[src/pkg/pesc_cfg.svh]
/*
 Register offsets, field positions, reset values and widths for the PHY
 extended status and counter register bank.
 Assumes inclusion by bare name; definitions only.
*/
`ifndef PESC_CFG_SVH
`define PESC_CFG_SVH

// ====================================================================
// register offsets (byte address = index * 4)
`define PESC_IDX_GSTAT 5'h11
`define PESC_IDX_BYP 5'h12
`define PESC_IDX_RXERR 5'h13
`define PESC_IDX_FCAR 5'h14
`define PESC_IDX_LDROP 5'h15
`define PESC_IDX_TENC 5'h16
`define PESC_IDX_IRQ_STAT 5'h18
`define PESC_IDX_IRQ_MASK 5'h19

// ====================================================================
// reset values, writable masks and counter saturation value
`define PESC_BYP_RST 16'h0088
`define PESC_BYP_WMASK 16'hFEFE
`define PESC_TENC_RST 16'h3200
`define PESC_TENC_WMASK 16'hFE06
`define PESC_CNT_MAX 8'hFF

// ====================================================================
// bypass control field positions
`define PESC_BYP_TXDIS 15
`define PESC_BYP_4B5B 14
`define PESC_BYP_SCR 13
`define PESC_BYP_DSCR 12
`define PESC_BYP_CSRX 11
`define PESC_BYP_CSTX 10
`define PESC_BYP_LFIT 9
`define PESC_BYP_XFORCE 7
`define PESC_BYP_LEGDIS 6
`define PESC_BYP_MDIXDIS 5
`define PESC_BYP_POLDIS 4
`define PESC_BYP_HONOR 3
`define PESC_BYP_PSFDIS 2
`define PESC_BYP_NPDIS 1

// ====================================================================
// ten megabit control field positions
`define PESC_TEN_LIDIS 15
`define PESC_TEN_JABDIS 14
`define PESC_TEN_ECHODIS 13
`define PESC_TEN_SQEDIS 12
`define PESC_TEN_SQ_HI 11
`define PESC_TEN_SQ_LO 10
`define PESC_TEN_STICKY 9
`define PESC_TEN_CS_HI 2
`define PESC_TEN_CS_LO 1

// interrupt status bits
`define PESC_IRQ_W 4

`endif

[src/pkg/pesc_pkg.sv]
/*
 Types for the PHY extended status and counter register bank.
 Assumes nothing beyond a SystemVerilog compiler.
*/
`default_nettype none
package pesc_pkg;
	// ================================================================
	// carrier sense derivation modes
	typedef enum logic [1:0] {
		PESC_CS_RX_OR_HDXTX = 2'b00,
		PESC_CS_ANY_HDX = 2'b01,
		PESC_CS_RX_ONLY = 2'b10,
		PESC_CS_RX_HDX = 2'b11
	} pesc_cs_e;

	// squelch threshold selection
	typedef enum logic [1:0] {
		PESC_SQ_NOMINAL = 2'b00,
		PESC_SQ_REDUCED = 2'b01,
		PESC_SQ_RAISED = 2'b10,
		PESC_SQ_RSVD = 2'b11
	} pesc_sq_e;

	// bus slave state
	typedef enum logic [0:0] {
		PESC_ST_IDLE = 1'b0,
		PESC_ST_ACK = 1'b1
	} pesc_state_e;
endpackage
`default_nettype wire

[src/design/pesc_regs.sv]
/*
 PHY extended status, bypass control, error counters and 10 Mb/s control,
 reached over a classic Wishbone slave with 32-bit data.
 Assumes all PHY event inputs are one-cycle pulses synchronous to clk.
*/
// Implementation choice: register access over Wishbone.
// Function
// - saturating receive error counter, clear on read
// - saturating false carrier counter, clear on read
// - saturating link drop counter, clear on read
// - gigabit error flags latch, clear on read
// - lock and link status live, read-only
// - crossover and legacy partner indications read-only
// - transmit disable and bypass controls drive datapath
// - forced speed disables crossover, default set
// - separate polarity, crossover, legacy detect disables
// - parallel detect honors abilities when bit set
// - bit 2 disables transmit pulse shaping
// - bit 1 suppresses gigabit next pages
// - ten megabit disable controls with defaults
// - squelch threshold two-bit select, default nominal
// - carrier sense derived per two-bit mode
`timescale 1ns/10ps
`default_nettype none
`include "pesc_cfg.svh"

module pesc_regs
	import pesc_pkg::*;
(
	input wire logic clk,
	input wire logic arst_n,
	// wishbone slave
	input wire logic wb_cyc_i,
	input wire logic wb_stb_i,
	input wire logic wb_we_i,
	input wire logic [7:0] wb_adr_i,
	input wire logic [3:0] wb_sel_i,
	input wire logic [31:0] wb_dat_i,
	output logic [31:0] wb_dat_o,
	output logic wb_ack_o,
	output logic wb_err_o,
	// phy event and status inputs
	input wire logic gig_link_up,
	input wire logic fast_link_up,
	input wire logic gig_dscr_locked,
	input wire logic gig_dscr_lock_err,
	input wire logic gig_link_disc,
	input wire logic gig_rx_err,
	input wire logic gig_tx_err,
	input wire logic gig_ssd_err,
	input wire logic gig_esd_err,
	input wire logic gig_cext_err,
	input wire logic legacy_partner_det,
	input wire logic mdi_xover_err,
	input wire logic rx_err_evt,
	input wire logic false_carrier_evt,
	input wire logic link_drop_evt,
	input wire logic ten_eof_err,
	input wire logic ten_disc,
	input wire logic ten_link_up,
	input wire logic speed_forced,
	input wire logic receiving,
	input wire logic transmitting,
	input wire logic full_duplex_flag,
	// control outputs to the datapath, and interrupt request
	output logic tx_media_dis,
	output logic [5:0] bypass_stages,
	output logic auto_xover_en,
	output logic polarity_corr_en,
	output logic legacy_detect_en,
	output logic honor_adv_ability,
	output logic pulse_shape_en,
	output logic auto_np_en,
	output logic ten_link_sm_dis,
	output logic ten_jabber_dis,
	output logic ten_echo_dis,
	output logic ten_sqe_dis,
	output logic [1:0] ten_squelch_sel,
	output logic carrier_sense,
	output logic irq
);

	// ================================================================
	// storage
	logic [15:0] bypass_control;
	logic [15:0] ten_ctrl;
	logic [7:0] gig_flags;
	logic [1:0] ten_flags;
	logic [7:0] cnt [3];
	logic [`PESC_IRQ_W-1:0] irq_stat;
	logic [`PESC_IRQ_W-1:0] irq_mask;
	pesc_state_e state;

	// ================================================================
	// bus decode
	wire logic req = wb_cyc_i && wb_stb_i && (state == PESC_ST_IDLE);
	wire logic [4:0] idx = wb_adr_i[6:2];
	wire logic hit = (wb_adr_i[1:0] == 2'b00) && !wb_adr_i[7] && (idx == `PESC_IDX_GSTAT
		|| idx == `PESC_IDX_BYP || idx == `PESC_IDX_RXERR || idx == `PESC_IDX_FCAR
		|| idx == `PESC_IDX_LDROP || idx == `PESC_IDX_TENC
		|| idx == `PESC_IDX_IRQ_STAT || idx == `PESC_IDX_IRQ_MASK);
	wire logic rd = req && hit && !wb_we_i;
	wire logic wr_lo = req && hit && wb_we_i && wb_sel_i[0];
	wire logic wr_hi = req && hit && wb_we_i && wb_sel_i[1];

	function automatic logic sel_idx(input logic [4:0] a, input logic [4:0] b);
		sel_idx = (a == b);
	endfunction

	wire logic rd_gstat = rd && sel_idx(idx, `PESC_IDX_GSTAT);
	wire logic rd_tenc = rd && sel_idx(idx, `PESC_IDX_TENC);
	wire logic rd_istat = rd && sel_idx(idx, `PESC_IDX_IRQ_STAT);
	wire logic [2:0] rd_cnt = {rd && sel_idx(idx, `PESC_IDX_LDROP),
		rd && sel_idx(idx, `PESC_IDX_FCAR), rd && sel_idx(idx, `PESC_IDX_RXERR)};
	wire logic [15:0] wmask = {{8{wr_hi}}, {8{wr_lo}}};

	// merged write data for writable registers; reserved bits stay zero
	wire logic [15:0] next_byp = ((bypass_control & ~wmask) | (wb_dat_i[15:0] & wmask))
		& `PESC_BYP_WMASK;
	wire logic [15:0] next_tenc = ((ten_ctrl & ~wmask) | (wb_dat_i[15:0] & wmask))
		& `PESC_TENC_WMASK;

	// read mux, reserved positions read zero
	wire logic [15:0] gstat_val = {gig_dscr_locked, gig_flags[7:6], gig_link_up,
		gig_flags[5:2], gig_flags[1], legacy_partner_det, mdi_xover_err, 5'h00};
	wire logic [15:0] tenc_val = ten_ctrl | {7'h00, ten_flags, ten_link_up, 6'h00};
	logic [15:0] rdata;
	always_comb begin
		case (idx)
			`PESC_IDX_GSTAT: rdata = gstat_val;
			`PESC_IDX_BYP: rdata = bypass_control;
			`PESC_IDX_RXERR: rdata = {8'h00, cnt[0]};
			`PESC_IDX_FCAR: rdata = {8'h00, cnt[1]};
			`PESC_IDX_LDROP: rdata = {8'h00, cnt[2]};
			`PESC_IDX_TENC: rdata = tenc_val;
			`PESC_IDX_IRQ_STAT: rdata = {12'h000, irq_stat};
			`PESC_IDX_IRQ_MASK: rdata = {12'h000, irq_mask};
			default: rdata = 16'h0000;
		endcase
	end

	// ================================================================
	// wishbone slave: answer one cycle after the request, then drop ack
	always_ff @(posedge clk or negedge arst_n) begin
		if (!arst_n) begin
			state <= PESC_ST_IDLE;
			wb_ack_o <= 1'b0;
			wb_err_o <= 1'b0;
			wb_dat_o <= 32'h0000_0000;
		end else begin
			wb_ack_o <= req && hit;
			wb_err_o <= req && !hit;
			wb_dat_o <= rd ? {16'h0000, rdata} : 32'h0000_0000;
			state <= req ? PESC_ST_ACK : PESC_ST_IDLE;
		end
	end

	// ================================================================
	// control registers
	always_ff @(posedge clk or negedge arst_n) begin
		if (!arst_n) begin
			bypass_control <= `PESC_BYP_RST;
			ten_ctrl <= `PESC_TENC_RST;
			irq_mask <= '0;
		end else begin
			if (sel_idx(idx, `PESC_IDX_BYP)) bypass_control <= next_byp;
			if (sel_idx(idx, `PESC_IDX_TENC)) ten_ctrl <= next_tenc;
			if (wr_lo && sel_idx(idx, `PESC_IDX_IRQ_MASK)) irq_mask <= wb_dat_i[3:0];
		end
	end

	// ================================================================
	// sticky flags: a new event in the read cycle wins over the clear
	wire logic [7:0] gig_evt = {gig_dscr_lock_err, gig_link_disc, gig_rx_err,
		gig_tx_err, gig_ssd_err, gig_esd_err, gig_cext_err, 1'b0};
	always_ff @(posedge clk or negedge arst_n) begin
		if (!arst_n) begin
			gig_flags <= 8'h00;
			ten_flags <= 2'b00;
		end else begin
			gig_flags <= ((rd_gstat ? 8'h00 : gig_flags) | gig_evt) & 8'hFE;
			ten_flags <= (rd_tenc ? 2'b00 : ten_flags) | {ten_eof_err, ten_disc};
		end
	end

	// ================================================================
	// saturating counters, cleared on read; event in read cycle counts 1
	wire logic link_up_any = gig_link_up || fast_link_up;
	wire logic [2:0] cnt_evt = {link_drop_evt, false_carrier_evt && link_up_any,
		rx_err_evt && link_up_any};
	genvar gi;
	generate
		for (gi = 0; gi < 3; gi++) begin : g_cnt
			wire logic [7:0] base = rd_cnt[gi] ? 8'h00 : cnt[gi];
			wire logic [7:0] next_cnt = (cnt_evt[gi] && base != `PESC_CNT_MAX) ?
				8'(base + 8'h01) : base;
			always_ff @(posedge clk or negedge arst_n) begin
				if (!arst_n) cnt[gi] <= 8'h00;
				else cnt[gi] <= next_cnt;
			end
		end
	endgenerate

	// ================================================================
	// interrupt: status bits {link drop, false carrier, rx err, gig flag}
	wire logic [3:0] irq_evt = {cnt_evt[2], cnt_evt[1], cnt_evt[0], |gig_evt};
	always_ff @(posedge clk or negedge arst_n) begin
		if (!arst_n) begin
			irq_stat <= '0;
			irq <= 1'b0;
		end else begin
			irq_stat <= (rd_istat ? 4'h0 : irq_stat) | irq_evt;
			irq <= |(((rd_istat ? 4'h0 : irq_stat) | irq_evt) & irq_mask);
		end
	end

	// ================================================================
	// datapath controls and carrier sense, registered
	logic next_crs;
	always_comb begin
		case (pesc_cs_e'(ten_ctrl[`PESC_TEN_CS_HI:`PESC_TEN_CS_LO]))
			PESC_CS_RX_OR_HDXTX: next_crs = receiving || (transmitting && !full_duplex_flag);
			PESC_CS_ANY_HDX: next_crs = (receiving || transmitting) && !full_duplex_flag;
			PESC_CS_RX_ONLY: next_crs = receiving;
			PESC_CS_RX_HDX: next_crs = receiving && !full_duplex_flag;
			default: next_crs = receiving;
		endcase
	end

	always_ff @(posedge clk or negedge arst_n) begin
		if (!arst_n) begin
			tx_media_dis <= 1'b0;
			bypass_stages <= 6'h00;
			auto_xover_en <= 1'b1;
			polarity_corr_en <= 1'b1;
			legacy_detect_en <= 1'b1;
			honor_adv_ability <= 1'b1;
			pulse_shape_en <= 1'b1;
			auto_np_en <= 1'b1;
			ten_link_sm_dis <= 1'b0;
			ten_jabber_dis <= 1'b0;
			ten_echo_dis <= 1'b1;
			ten_sqe_dis <= 1'b1;
			ten_squelch_sel <= 2'b00;
			carrier_sense <= 1'b0;
		end else begin
			tx_media_dis <= bypass_control[`PESC_BYP_TXDIS];
			bypass_stages <= bypass_control[`PESC_BYP_4B5B:`PESC_BYP_LFIT];
			auto_xover_en <= !bypass_control[`PESC_BYP_MDIXDIS]
				&& !(speed_forced && bypass_control[`PESC_BYP_XFORCE]);
			polarity_corr_en <= !bypass_control[`PESC_BYP_POLDIS];
			legacy_detect_en <= !bypass_control[`PESC_BYP_LEGDIS];
			honor_adv_ability <= bypass_control[`PESC_BYP_HONOR];
			pulse_shape_en <= !bypass_control[`PESC_BYP_PSFDIS];
			auto_np_en <= !bypass_control[`PESC_BYP_NPDIS];
			ten_link_sm_dis <= ten_ctrl[`PESC_TEN_LIDIS];
			ten_jabber_dis <= ten_ctrl[`PESC_TEN_JABDIS];
			ten_echo_dis <= ten_ctrl[`PESC_TEN_ECHODIS];
			ten_sqe_dis <= ten_ctrl[`PESC_TEN_SQEDIS];
			ten_squelch_sel <= ten_ctrl[`PESC_TEN_SQ_HI:`PESC_TEN_SQ_LO];
			carrier_sense <= next_crs;
		end
	end

	// ================================================================
	// assertions
	a_rxerr_saturate: assert property (@(posedge clk) disable iff (!arst_n)
		cnt[0] == 8'hFF && !rd_cnt[0] |=> cnt[0] == 8'hFF) else $error("rx err count left max");
	a_fcar_count: assert property (@(posedge clk) disable iff (!arst_n)
		cnt_evt[1] && !rd_cnt[1] && cnt[1] < 8'hFF |=> cnt[1] == $past(cnt[1]) + 8'h01)
		else $error("false carrier did not count");
	a_ldrop_clear: assert property (@(posedge clk) disable iff (!arst_n)
		rd_cnt[2] && !link_drop_evt |=> cnt[2] == 8'h00) else $error("link drop not cleared");
	a_flag_sticky: assert property (@(posedge clk) disable iff (!arst_n)
		gig_rx_err || (gig_flags[5] && !rd_gstat) |=> gig_flags[5])
		else $error("rx flag lost");
	a_flag_clear: assert property (@(posedge clk) disable iff (!arst_n)
		rd_gstat && !(|gig_evt) |=> gig_flags == 8'h00) else $error("flags not cleared");
	a_txdis_follow: assert property (@(posedge clk) disable iff (!arst_n)
		1'b1 |=> tx_media_dis == $past(bypass_control[15])) else $error("tx disable lag");
	a_xover_forced: assert property (@(posedge clk) disable iff (!arst_n)
		speed_forced && bypass_control[7] |=> !auto_xover_en) else $error("xover in forced");
	a_reserved_zero: assert property (@(posedge clk) disable iff (!arst_n)
		(bypass_control & ~16'hFEFE) == 16'h0000 && (ten_ctrl & ~16'hFE06) == 16'h0000)
		else $error("reserved bit set");
	a_crs_fdx: assert property (@(posedge clk) disable iff (!arst_n)
		ten_ctrl[2:1] == 2'b11 && full_duplex_flag |=> !carrier_sense)
		else $error("crs in full duplex");
	a_ack_one: assert property (@(posedge clk) disable iff (!arst_n)
		wb_ack_o |=> !wb_ack_o) else $error("ack held");
	c_cnt_sat: cover property (@(posedge clk) disable iff (!arst_n) cnt[0] == 8'hFF);
	c_rd_clear: cover property (@(posedge clk) disable iff (!arst_n) rd_cnt[1] && cnt[1] != 0);
	c_irq: cover property (@(posedge clk) disable iff (!arst_n) $rose(irq));
	c_evt_on_rd: cover property (@(posedge clk) disable iff (!arst_n) rd_gstat && gig_rx_err);

endmodule
`default_nettype wire

[config.mk]
export PLATFORM = sky130hd
export DESIGN_NAME = pesc_regs
export DESIGN_NICKNAME = d
export VERILOG_FILES = /design/src/pkg/pesc_pkg.sv /design/src/design/pesc_regs.sv
export VERILOG_INCLUDE_DIRS = /design/src /design/src/pkg
export SDC_FILE = /design/constraint.sdc
export NUM_CORES = 1
export LEC_CHECK = 0
export BUFFER_PORTS_ARGS = -buffer_cell sky130_fd_sc_hd__buf_2
export CAP_MARGIN = 30
export CORE_MARGIN = 2
export CORE_UTILIZATION = 40
export CTS_CLUSTER_SIZE = 24
export DETAILED_ROUTE_END_ITERATION = 7
export PLACE_DENSITY = 0.73
export SKIP_LAST_GASP = 1
export SLEW_MARGIN = 20
export SYNTH_ARGS = -nofsm -noshare
export SYNTH_HDL_FRONTEND = slang
export SYNTH_SLANG_ARGS = --single-unit
[constraint.sdc]
create_clock -name clk -period 2.25 [get_ports clk]
set_clock_uncertainty 0.15 [all_clocks]
set_input_delay 0.225 -clock clk [delete_from_list [all_inputs] [get_ports clk]]
set_output_delay 0.225 -clock clk [all_outputs]
set_load 0.03 [all_outputs]
==> results.py <==
metrics = {
    "routing": {
        "ant_nets": 0,
        "viasPerCell": 5.442,
        "firstDrtPassIters": 5,
        "remaining_drc_errors": 0,
        "finalWirelength_um": 11480,
        "first_iter_violations": 274,
        "vias": 3668,
        "wire_per_inst_um": 17.04,
    },
    "worst_setup_path": {
        "crit_path_cell_trace": "nand3b_1, inv_1, nand2_2, nor3_4, mux2_2",
        "cp_slowest_stage_delay_ps": 490,
        "cpMaxStageDelayCell": "nor3_4",
        "crit_type": "register to register",
        "startpoint": "state",
        "cp-start-kind": "register",
        "critPathMaxFanout": 7,
        "arrival_ps": 2110,
        "crit_path_end_kind": "register",
        "reg2reg_from": "state",
        "worstPathRequired_ps": 2340,
        "reg2reg_slack_ps": 230,
    },
    "timing": {
        "period_share_pct": 89.74,
        "max_freq_mhz": 495.3,
        "finalSetupViolations": 0,
        "finalMaxSlewViolations": 0,
        "grt_setup_unrepaired": "false",
        "hold_violations": 0,
        "holdWs_ps": 13.92,
        "fin_crit_ps": 2019,
        "timing.setup.tns_ps": 0,
    },
    "synthesis": {
        "synthFlopType": "dfrtp_1",
        "synth.top_cell.area_share_pct": 49.60,
        "async_reset_ff_share_pct": 100.0,
        "syn-cell-area_um2": 4591,
        "synth-edff-count": 0,
        "synth.distinct_cells": 49,
        "ys_ff_latch": 104,
        "synth_common_cells": "dfrtp_1 (91), mux2_2 (30), a21oi_1 (26), nor2_1 (26), nand2_1 (23)",
        "yosysTopAreaCell": "dfrtp_1",
        "synth_cells": 389,
        "yosysSeqAreaShare_pct": 57.05,
        "ys_top_cells_by_area": "dfrtp_1 (50%), dfstp_2 (7.4%), mux2_2 (7.4%), buf_4 (3.1%), a21oi_1 (2.8%)",
        "synth_warnings": 0,
        "synth_most_common_cell": "dfrtp_1",
        "postSynthAreaPerCell_um2": 11.80,
    },
    "layout": {
        "area_growth_pct": 27.61,
        "drive_gt1_share_pct": 33.90,
        "stdcell_count": 674,
        "fin_util_pct": 51.75,
        "layout.nets": 597,
        "diodes": 0,
    },
    "global_routing": {
        "antenna_found_initial": 0,
        "grt_pass1_wl_um": 18130,
        "grt_pass1_vias": 3547,
        "track_usage_pct": 18.73,
        "globalRoute.totalOverflow": 0,
        "grt_max_degree": 40,
    },
    "clock_network": {
        "cts-root-buf": "clkbuf_16",
        "hold_buffers": 28,
        "cts-buffers-inserted": 9,
        "ctsLongestPathBuffers": 2,
        "cts.clk_slew.worst_paths_ps": 80,
        "worstSkewPairLatency_ps": 350,
        "tritoncts": "done",
        "clock-sinks": 104,
        "cts.repair.resized": 0,
        "cts-htree-levels": 3,
        "postCtsSetupRepairBufs": 0,
    },
    "die": {
        "dieArea_um2": 12350,
        "die_h_um": 111.1,
        "die_w_um": 111.1,
        "ios": 126,
        "core_um2": 11320,
        "initial_utilization_pct": 40.55,
        "row_count": 39,
    },
    "power": {
        "leakage_nw": 2.719,
        "powerDensity_nw_per_um2": 776.7,
        "ir_worst_vdd_mv": 0.4177,
    },
    "place": {
        "gp_congestion": 0.8500,
        "portBuffers": 90,
        "dp_hpwl_um": 8453,
        "dpl.cell_count": 630,
    },
    "hold_path": {
        "hp-start": "wb_adr_i[1]",
        "hold_class": "input pin to register",
    },
    "status": {
        "outcome": "completed",
    },
    "job": {
        "cap_violations": 0,
    },
}
==> critical path, delay by kind of cell, from the launching register on <==
family,cells,cell delay [ps]
buffers and inverters,1,130
and+or+nand+nor,3,880
DFF,1,350
muxes,1,390
==> per-stage QoR <==
step | total power [mW] | setup WS, ps | instance area (µm²)
6_report | 4.550 | 230.9 | 5858
5_1_grt | 4.758 | 141.2 | 5858
4_1_cts | 4.580 | 237.5 | 5858
3_5_place_dp | 2.890 | 247.4 | 5259
3_3_place_gp | 2.850 | 294.5 | 5259
2_1_floorplan | 2.668 | 472.6 | 4647
==> cells by family after synthesis <==
family | Yosys count | share of synthesized area, %
muxes | 39 | 9.349
AOI/OAI and AO/OA | 98 | 15.15
and+or+nand+nor | 106 | 13.30
other | 1 | 0.08169
DFF | 104 | 57.05
xor gates and xnor gates | 1 | 0.1908
buffers and inverters | 40 | 4.879
==> layout make-up <==
cell class,instances,area [µm²]
Clock buffer,9,225.2
Multi-Input combinational cell,260,1804
Sequential cell,104,2619
Fill cell,1001,5463
Inverter,15,56.30
Clock inverter,7,93.84
Timing Repair Buffer,136,880.8
Tap cell,143,178.9
==> final timing paths <==
path                                endpoint  depth (start not counted)
max                                 register                          5
min                                 wb_err_o                          3
max reg2reg                         register                          5
min reg2reg                honor_adv_ability                          0
max in group asynchronous       ten_echo_dis                          3
min in group asynchronous          async pin                          2
==> report_power, final <==
group	total [mW]	internal, mW	switching, mW
clock	1.65	0.896	0.756
combinational	0.631	0.276	0.355
sequential	2.27	2.03	0.236
total	4.55	3.20	1.35
==> routing by layer <==
layer	share of wire, %	vias to the layer above	GRT usage, %	wire length (µm)
met5	0	-	0	0
met4	3.1	0	7.654	351
met3	8.1	35	4.647	928
met2	47	182	30.55	5451
met1	41	1771	24.02	4753
li1	-	1680	-	-
==> cell usage in the layout (no fill, tap or decap), types with 3 or more instances in the layout <==
cell type and count:
a21o_1 14, buf_4 18, nor3_4 4, nand4_1 8
nor2b_1 4, a32oi_1 4, dfrtp_1 91, o21ai_0 4
a22oi_1 11, nand2b_1 4, mux2i_1 8, nor2_1 26
nand3b_1 5, clkbuf_16 9, buf_2 89, nor4_1 3
dlygate4sd3_1 28, a211oi_1 12, and3_1 4, a21oi_1 26
dfstp_2 13, nand2_1 23, conb_1 16, inv_1 15
a222oi_1 8, a31oi_1 5, mux2_2 30, nor3_1 15
Power figures use the tool's default switching activity.
